### src/rtl/hfa_pkg.sv
// constants shared by the half-flash converter host controller
// assumes a 100 MHz system clock; all times are converted to cycle counts here
package hfa_pkg;
   localparam int CLK_PERIOD_NS = 10;                 // system clock period
   localparam int PIPE_SPACING_NS = 2500;             // least time between reads, pipelined mode
   localparam int RECOVERY_NS = 500;                  // least time from conversion end to next start
   localparam int CONV_MAX_NS = 4000;                 // longest wait for conversion end before giving up
   // least times round up, longest rounds down
   localparam int PIPE_SPACING_CYC = (PIPE_SPACING_NS + CLK_PERIOD_NS - 1) / CLK_PERIOD_NS;
   localparam int RECOVERY_CYC = (RECOVERY_NS + CLK_PERIOD_NS - 1) / CLK_PERIOD_NS;
   localparam int CONV_MAX_CYC = CONV_MAX_NS / CLK_PERIOD_NS;
   localparam int CNT_W = 12;                         // width of the timing counter
   localparam int DATA_W = 8;                         // result byte width
   localparam int CHAN_W = 3;                         // channel code width, eight-channel part
   localparam int SAMPLE_CYC = 2;                     // cycles the bus is sampled after the read strobe
   localparam logic [CNT_W-1:0] CNT_ZERO = 12'h000;   // counter reset value
   localparam logic [DATA_W-1:0] DATA_ZERO = 8'h00;   // result reset value
   localparam logic [CHAN_W-1:0] CHAN_ZERO = 3'h0;    // channel reset value
endpackage

### src/rtl/hfa_buf2.sv
// two-entry valid/ready buffer for result words
// assumes one clock, an asynchronous active-low reset and a clock enable
`timescale 1ns/100ps
module hfa_buf2
   import hfa_pkg::*;
#(
   parameter int WIDTH = 11,
   parameter int DEPTH = 2
)
(
   // clock and reset
   input wire logic clk,
   input wire logic resetn,
   input wire logic ce,
   // filling side
   input wire logic in_valid,
   output logic in_ready,
   input wire logic [WIDTH-1:0] in_data,
   // draining side
   output logic out_valid,
   input wire logic out_ready,
   output logic [WIDTH-1:0] out_data
);
   localparam int PW = $clog2(DEPTH);
   typedef struct packed
   {
      logic [DEPTH-1:0][WIDTH-1:0] mem; // word store
      logic [PW-1:0] wp;                // write pointer
      logic [PW-1:0] rp;                // read pointer
      logic [PW:0] cnt;                 // words held
      logic [WIDTH-1:0] dout;           // registered read data
      logic dval;                       // dout holds a word
   } hfa_buf_t;
   hfa_buf_t st;
   hfa_buf_t next_st;
   logic pop;
   logic push;

   // pointer wrap, used by both pointers
   function automatic logic [PW-1:0] bump(input logic [PW-1:0] p);
      bump = (p == PW'(DEPTH - 1)) ? '0 : PW'(p + 1'b1);
   endfunction

   // occupancy and refill of the output register
   always_comb
   begin
      next_st = st;
      push = in_valid && (st.cnt != (PW+1)'(DEPTH));
      pop = (st.cnt != '0) && (!st.dval || out_ready);
      if (st.dval && out_ready)
      begin
         next_st.dval = 1'b0;
      end
      if (push)
      begin
         next_st.mem[st.wp] = in_data;
         next_st.wp = bump(st.wp);
      end
      if (pop)
      begin
         next_st.dout = st.mem[st.rp];
         next_st.dval = 1'b1;
         next_st.rp = bump(st.rp);
      end
      next_st.cnt = st.cnt + (PW+1)'(push) - (PW+1)'(pop);
   end

   // state register, frozen while ce is low
   always_ff @(posedge clk or negedge resetn)
   begin
      if (!resetn)
      begin
         st <= '0;
      end
      else if (ce)
      begin
         st <= next_st;
      end
   end

   assign in_ready = (st.cnt != (PW+1)'(DEPTH));
   assign out_valid = st.dval;
   assign out_data = st.dout;
endmodule

### src/rtl/hfa_host.sv
// host controller driving a half-flash converter through its pins
// assumes converter pins are synchronous to SYS_CLK; the ready line has a pull-up outside
`timescale 1ns/100ps
module hfa_host
   import hfa_pkg::*;
#(
   parameter int CHAN_BITS = CHAN_W,
   parameter int PIPE_CYC = PIPE_SPACING_CYC,
   parameter int REC_CYC = RECOVERY_CYC,
   parameter int TIMEOUT_CYC = CONV_MAX_CYC
)
(
   // clock, reset, enable
   input wire logic SYS_CLK,
   input wire logic RESETN,
   input wire logic CE,
   // user request side
   input wire logic REQ_VALID,
   input wire logic REQ_PIPELINED,
   input wire logic [CHAN_BITS-1:0] REQ_CHAN,
   output logic REQ_READY,
   // user result side
   output logic RES_VALID,
   input wire logic RES_READY,
   output logic [DATA_W-1:0] RES_DATA,
   output logic [CHAN_BITS-1:0] RES_CHAN,
   output logic RES_TIMEOUT,
   // converter pins
   output logic CS_N,
   output logic RD_N,
   output logic [CHAN_BITS-1:0] CHAN_SEL,
   input wire logic [DATA_W-1:0] RESULT_BUS,
   input wire logic INT_N,
   input wire logic RDY_IN
);
   typedef enum logic [2:0] {S_IDLE, S_WAIT_RUN, S_PIPE_RD, S_PIPE_GAP, S_REC} hfa_state_t;
   typedef struct packed
   {
      hfa_state_t fsm;              // sequencer state
      logic [CNT_W-1:0] cnt;        // cycle counter for spacing and timeout
      logic cs_n;                   // chip select pin
      logic rd_n;                   // read strobe pin
      logic [CHAN_BITS-1:0] chan;   // channel code on the pins
      logic [CHAN_BITS-1:0] prev;   // channel of the conversion in flight
      logic primed;                 // a pipelined conversion is in flight
      logic push;                   // word ready for the buffer
      logic [DATA_W-1:0] data;      // captured byte
      logic [CHAN_BITS-1:0] wchan;  // channel of captured byte
      logic tmo;                    // capture came from a timeout
      logic req_ready;              // request port ready
   } hfa_host_t;
   localparam int BW = DATA_W + CHAN_BITS + 1;
   hfa_host_t st;
   hfa_host_t next_st;
   logic buf_ready;
   logic buf_valid;
   logic [BW-1:0] buf_data;

   // saturating count limit test, used for the timeout, spacing and recovery waits
   function automatic logic reached(input logic [CNT_W-1:0] c, input int lim);
      reached = (c >= CNT_W'(lim - 1));
   endfunction

   // sequencer: one read cycle per request; mode is set purely by strobe length
   always_comb
   begin
      next_st = st;
      // count up but hold at all ones rather than wrap during long idles;
      // done first so that a state clearing the count still wins, or a
      // request taken after a long idle would see its timeout at once
      if (st.cnt != {CNT_W{1'b1}})
      begin
         next_st.cnt = st.cnt + 1'b1;
      end
      // a push stays until the buffer takes it; back-pressure stalls new reads
      if (st.push && buf_ready)
      begin
         next_st.push = 1'b0;
      end
      next_st.req_ready = 1'b0;
      case (st.fsm)
         S_IDLE:
         begin
            next_st.req_ready = !st.push;
            if (REQ_VALID && st.req_ready)
            begin
               next_st.req_ready = 1'b0;
               next_st.cs_n = 1'b0;                       // start conversion
               next_st.rd_n = 1'b0;
               next_st.chan = REQ_CHAN;                   // code 0 means first input
               next_st.cnt = CNT_ZERO;
               next_st.fsm = REQ_PIPELINED ? S_PIPE_RD : S_WAIT_RUN; // strobe length picks mode
            end
         end
         S_WAIT_RUN:
         begin
            // read held low through the whole conversion
            // sample once ready is released and interrupt is low, or at timeout; bus is floating before
            if ((RDY_IN && !INT_N && st.cnt >= CNT_W'(SAMPLE_CYC)) || reached(st.cnt, TIMEOUT_CYC))
            begin
               next_st.data = RESULT_BUS;                 // straight binary byte
               next_st.wchan = st.chan;
               next_st.tmo = !(RDY_IN && !INT_N);
               next_st.primed = 1'b0;                     // bus word now delivered, nothing left to fetch
               next_st.push = 1'b1;
               next_st.cs_n = 1'b1;                       // rising strobe clears interrupt
               next_st.rd_n = 1'b1;
               next_st.cnt = CNT_ZERO;
               next_st.fsm = S_REC;
            end
         end
         S_PIPE_RD:
         begin
            // short read: previous result already on the bus
            if (st.cnt >= CNT_W'(SAMPLE_CYC))
            begin
               if (st.primed)
               begin
                  next_st.data = RESULT_BUS;              // result of earlier read
                  next_st.wchan = st.prev;
                  next_st.tmo = 1'b0;
                  next_st.push = 1'b1;
               end
               next_st.prev = st.chan;
               next_st.primed = 1'b1;
               next_st.cs_n = 1'b1;                       // releases ready and clears interrupt
               next_st.rd_n = 1'b1;
               next_st.fsm = S_PIPE_GAP;
            end
         end
         S_PIPE_GAP:
         begin
            // no new read until conversion done and spacing met
            if ((!INT_N || reached(st.cnt, TIMEOUT_CYC)) && reached(st.cnt, PIPE_CYC))
            begin
               // a conversion that never ended leaves nothing valid to fetch
               if (INT_N)
               begin
                  next_st.primed = 1'b0;
               end
               next_st.cnt = CNT_ZERO;
               next_st.fsm = S_REC;
            end
         end
         S_REC:
         begin
            // recovery after conversion end; ready pull-up is outside
            if (reached(st.cnt, REC_CYC))
            begin
               next_st.fsm = S_IDLE;
            end
         end
         default:
         begin
            next_st.fsm = S_IDLE;
            next_st.cs_n = 1'b1;
            next_st.rd_n = 1'b1;
         end
      endcase
   end

   // state register, frozen while CE is low
   always_ff @(posedge SYS_CLK or negedge RESETN)
   begin
      if (!RESETN)
      begin
         st <= '0;
         st.fsm <= S_IDLE;
         st.cs_n <= 1'b1;
         st.rd_n <= 1'b1;
      end
      else if (CE)
      begin
         st <= next_st;
      end
   end

   // result buffer: a stalled consumer loses no word
   hfa_buf2 #(.WIDTH(BW), .DEPTH(2)) u_buf
   (
      .clk(SYS_CLK),
      .resetn(RESETN),
      .ce(CE),
      .in_valid(st.push),
      .in_ready(buf_ready),
      .in_data({st.tmo, st.wchan, st.data}),
      .out_valid(buf_valid),
      .out_ready(RES_READY),
      .out_data(buf_data)
   );

   // pins come straight from state flops; buffer outputs are registered inside
   assign CS_N = st.cs_n;
   assign RD_N = st.rd_n;
   assign CHAN_SEL = st.chan;
   assign REQ_READY = st.req_ready;
   assign RES_VALID = buf_valid;
   assign RES_DATA = buf_data[DATA_W-1:0];
   assign RES_CHAN = buf_data[DATA_W +: CHAN_BITS];
   assign RES_TIMEOUT = buf_data[BW-1];
endmodule

### config.mk
export PLATFORM = sky130hd
export DESIGN_NAME = hfa_host
export DESIGN_NICKNAME = d
export VERILOG_FILES = /design/src/rtl/hfa_pkg.sv /design/src/rtl/hfa_buf2.sv /design/src/rtl/hfa_host.sv
export SDC_FILE = /design/constraint.sdc
export NUM_CORES = 1
export LEC_CHECK = 0
export ABC_CLOCK_PERIOD_IN_PS = 4200
export BUFFER_PORTS_ARGS = -buffer_cell sky130_fd_sc_hd__buf_2
export CELL_PAD_IN_SITES_DETAIL_PLACEMENT = 1
export CELL_PAD_IN_SITES_GLOBAL_PLACEMENT = 1
export CORE_MARGIN = 4
export CORE_UTILIZATION = 51
export DETAILED_ROUTE_END_ITERATION = 7
export PLACE_DENSITY_LB_ADDON = 0.1
export RECOVER_POWER = 100
export SYNTH_ARGS = -nofsm -noshare
export SYNTH_HDL_FRONTEND = slang
export SYNTH_SLANG_ARGS = --single-unit
### constraint.sdc
create_clock -name SYS_CLK -period 4.2 [get_ports SYS_CLK]
set_clock_uncertainty 0.15 [all_clocks]
set_input_delay 0.84 -clock SYS_CLK [delete_from_list [all_inputs] [get_ports SYS_CLK]]
set_output_delay 0.84 -clock SYS_CLK [all_outputs]
set_load 0.1 [all_outputs]
==> results.py <==
metrics = {
    "run_status": {
        "status": "finished, violations left",
        "violations": "max-capacitance violations, max-slew violations",
    },
    "synth": {
        "synthTopCellsByArea": "dfrtp_1 50%, mux2_2 9.7%, mux2i_1 3.6%",
        "synth_largest_area_cell": "dfrtp_1",
        "syn-num-nets": 371,
        "synth.avg_cell_area_um2": 11.1,
        "synthArstFlopShare_pct": 100,
        "ys_seq_area_share_pct": 50.9,
        "syn_area_um2": 3840,
        "synthFlopType": "dfrtp_1",
        "synth_cell_type_count": 50,
        "synth_top_area_share_pct": 50.2,
        "synthCells": 346,
        "ys_ff_latch": 78,
        "ys_warn_count": 0,
        "synth_edf_count": 0,
    },
    "clocking": {
        "cts-root-buf": "clkbuf_8",
        "clk_latency_ns": 0.35,
        "clk_pin_slew_worst_paths_ns": 0.09,
        "clock-sinks": 78,
        "cts_resized": 0,
        "cts.htree.levels": 3,
        "cts_setup_buffers": 0,
        "cts_tree": "done",
        "cts_max_path_buffers": 2,
        "ctsHoldBuffers": 0,
        "cts_buffers": 9,
    },
    "sta": {
        "finalCritPeriodShare_pct": 74.8,
        "max_freq_mhz": 318,
        "hold_ws_ns": 0.340,
        "tightest_slew_ns": 1.95,
        "setup_slack_ns": 1.06,
        "slew_headroom_pct": -29.9,
        "setup-violations-final": 0,
        "finalCriticalPeriod_ns": 3.14,
        "hold_viol_final": 0,
        "grt_setup_unrepaired": "no",
        "finalSetupTns_ns": 0,
        "slew_violations": 79,
    },
    "final_layout": {
        "fin_nets": 389,
        "fillers": 815,
        "n_antenna_cell": 0,
        "drive_gt1_share_pct": 19.5,
        "areaGrowthSynthToFinish_pct": 6.26,
        "fin_util_pct": 56.0,
        "fin_area_um2": 4080,
    },
    "placed_design": {
        "hpwlAfterDp_um": 5560,
        "dp_slack_ns": 1.30,
        "dpl-instance-area_um2": 3960,
        "numPortBuffers": 37,
        "place.gp.congestion": 0.895,
    },
    "die": {
        "coreArea_um2": 7290,
        "top_level_ports": 38,
        "dieArea_um2": 8980,
        "die_h_um": 94.8,
        "start_util_pct": 52.7,
        "rows": 31,
        "dieWidth_um": 94.8,
    },
    "global_route": {
        "grt_overflow": 0,
        "grt_pass1_vias": 2765,
        "track_usage_pct": 20.3,
        "antenna_found_initial": 0,
        "grt_pass1_wl_um": 13900,
        "grt_max_degree": 79,
    },
    "setup_path": {
        "arrival_ns": 3.23,
        "critPathCaptureType": "flop",
        "max_stage_delay_ns": 0.84,
        "cp_cell_sequence": "clkbuf_1, and3_1, nor2b_1, clkbuf_1, mux2_2",
        "critPathKind": "in2reg",
        "worstPathMaxFanout": 26,
        "cpMostUsedCell": "clkbuf_1",
        "critPathSlowestCell": "clkbuf_1",
        "cp.required_ns": 4.29,
        "worstSetupStartpointType": "input pin",
    },
    "detailed_routing": {
        "dr.pass1.iters": 6,
        "drc": 0,
        "postRouteWirelength_um": 8230,
        "vias_per_cell": 5.61,
        "routedWlPerCell_um": 17.6,
        "ant_nets": 0,
        "drtIter0Drc": 76,
        "num_vias": 2627,
    },
    "pwr": {
        "ir_drop_mv": 0.310,
        "static-leakage-power_nw": 1.92,
        "power_density_nw_per_um2": 776,
    },
    "min_path": {
        "hold_class": "reg2reg",
    },
    "job": {
        "maxCapViolations": 1,
    },
}
-- report_power, final --
group	switching [mW]	leakage (nW)	internal, mW
Clock	0.306	0.0918	0.241
Combinational	0.998	0.804	0.372
Sequential	0.234	1.03	1.01
Total	1.54	1.92	1.63
-- worst paths after layout --
kind	from	end	slack, ns	cells after the start
max in group asynchronous	RESETN	st[33]	1.88	1
min reg2reg	u_buf.out_data[2]	u_buf.out_data[2]	0.34	2
min	u_buf.out_data[2]	u_buf.out_data[2]	0.34	2
max reg2reg	st[24]	st[24]	1.23	7
max	CE	u_buf.st[25]	1.06	5
min in group asynchronous	RESETN	u_buf.out_data[2]	0.85	1
-- through the flow --
| step | cells | power (mW) |
|---|---|---|
| after floorplan | 346 | 2.49 |
| after global placement | 452 | 2.64 |
| after detailed placement | 452 | 2.70 |
| after CTS | 468 | 3.26 |
| after global routing | 468 | 3.37 |
| final | 468 | 3.17 |
-- synthesized netlist by cell type (2+ instances only) --
cell type	n
mux2_2	33
xor2_1	4
nor2_1	21
inv_1	13
mux2i_1	14
a21o_1	2
and3_1	6
buf_4	16
clkbuf_1	9
o2bb2ai_1	4
nand3b_1	3
nand4_1	6
and4_1	3
dfrtp_1	77
buf_2	3
a31oi_1	6
nor2b_1	2
xnor2_1	3
a311oi_1	4
nor3_1	3
ha_1	6
a21oi_1	14
mux2_4	5
o21ai_0	18
a22oi_1	3
and2_1	2
nand2_1	32
nand3_1	8
buf_6	2
nor4_1	2
o21ai_1	3
-- layout by cell type (no fill, tap or decap), drive strengths merged, types with 6 or more instances in the layout --
cell,instances
mux2,38
dfrtp,77
buf,16
o21ai,22
nand2,32
nand4,6
mux2i,14
a31oi,6
and3,6
nand3,8
nor2,22
inv,18
a21oi,14
ha,6
clkbuf,32
-- sequential cells by signal, summed over array words and instances, names as in the netlist --
| signal | cells |
|---|---|
| st | 32 |
| u_buf.st | 28 |
| u_buf.out_data | 12 |
| CHAN_SEL | 3 |
| CS_N | 1 |
| REQ_READY | 1 |
| u_buf.out_valid | 1 |
-- per-layer routing --
layer / routed length, um / track usage, %
met4: 70 / 5.77
met1: 3740 / 25.9
met5: 0 / 0
met2: 4130 / 34.1
met3: 292 / 5.18
-- logic make-up (layout without fill, tap and decap cells) --
| group | count (synthesis) | in the layout | synth area share [%] |
|---|---|---|---|
| adder cells (fa/ha/maj) | 6 | 6 | 1.95 |
| flip-flops | 78 | 78 | 50.9 |
| AO/OA/AOI/OAI | 63 | 63 | 11.2 |
| AND/OR/NAND/NOR | 95 | 95 | 12.6 |
| buffers and inverters | 45 | 68 | 6.45 |
| XOR/XNOR | 7 | 7 | 1.60 |
| multiplexers | 52 | 52 | 15.3 |
-- worst max-delay path, delay by kind of cell --
kind | cells | cell delay (ns)
buffers and inverters | 2 | 1.46
and+or+nand+nor | 2 | 0.50
muxes | 1 | 0.41
-- cell type report --
| cell class | instances | area [um^2] | area share, % |
|---|---|---|---|
| inverter | 14 | 52.6 | 1.29 |
| tap | 99 | 124 | 3.04 |
| clock buffer | 10 | 138 | 3.37 |
| timing repair buffer | 38 | 164 | 4.02 |
| sequential | 78 | 1950 | 47.9 |
| clock inverter | 6 | 52.6 | 1.29 |
| multi-input combinational | 223 | 1600 | 39.1 |
Note: power is estimated with default switching activity, not from simulation.
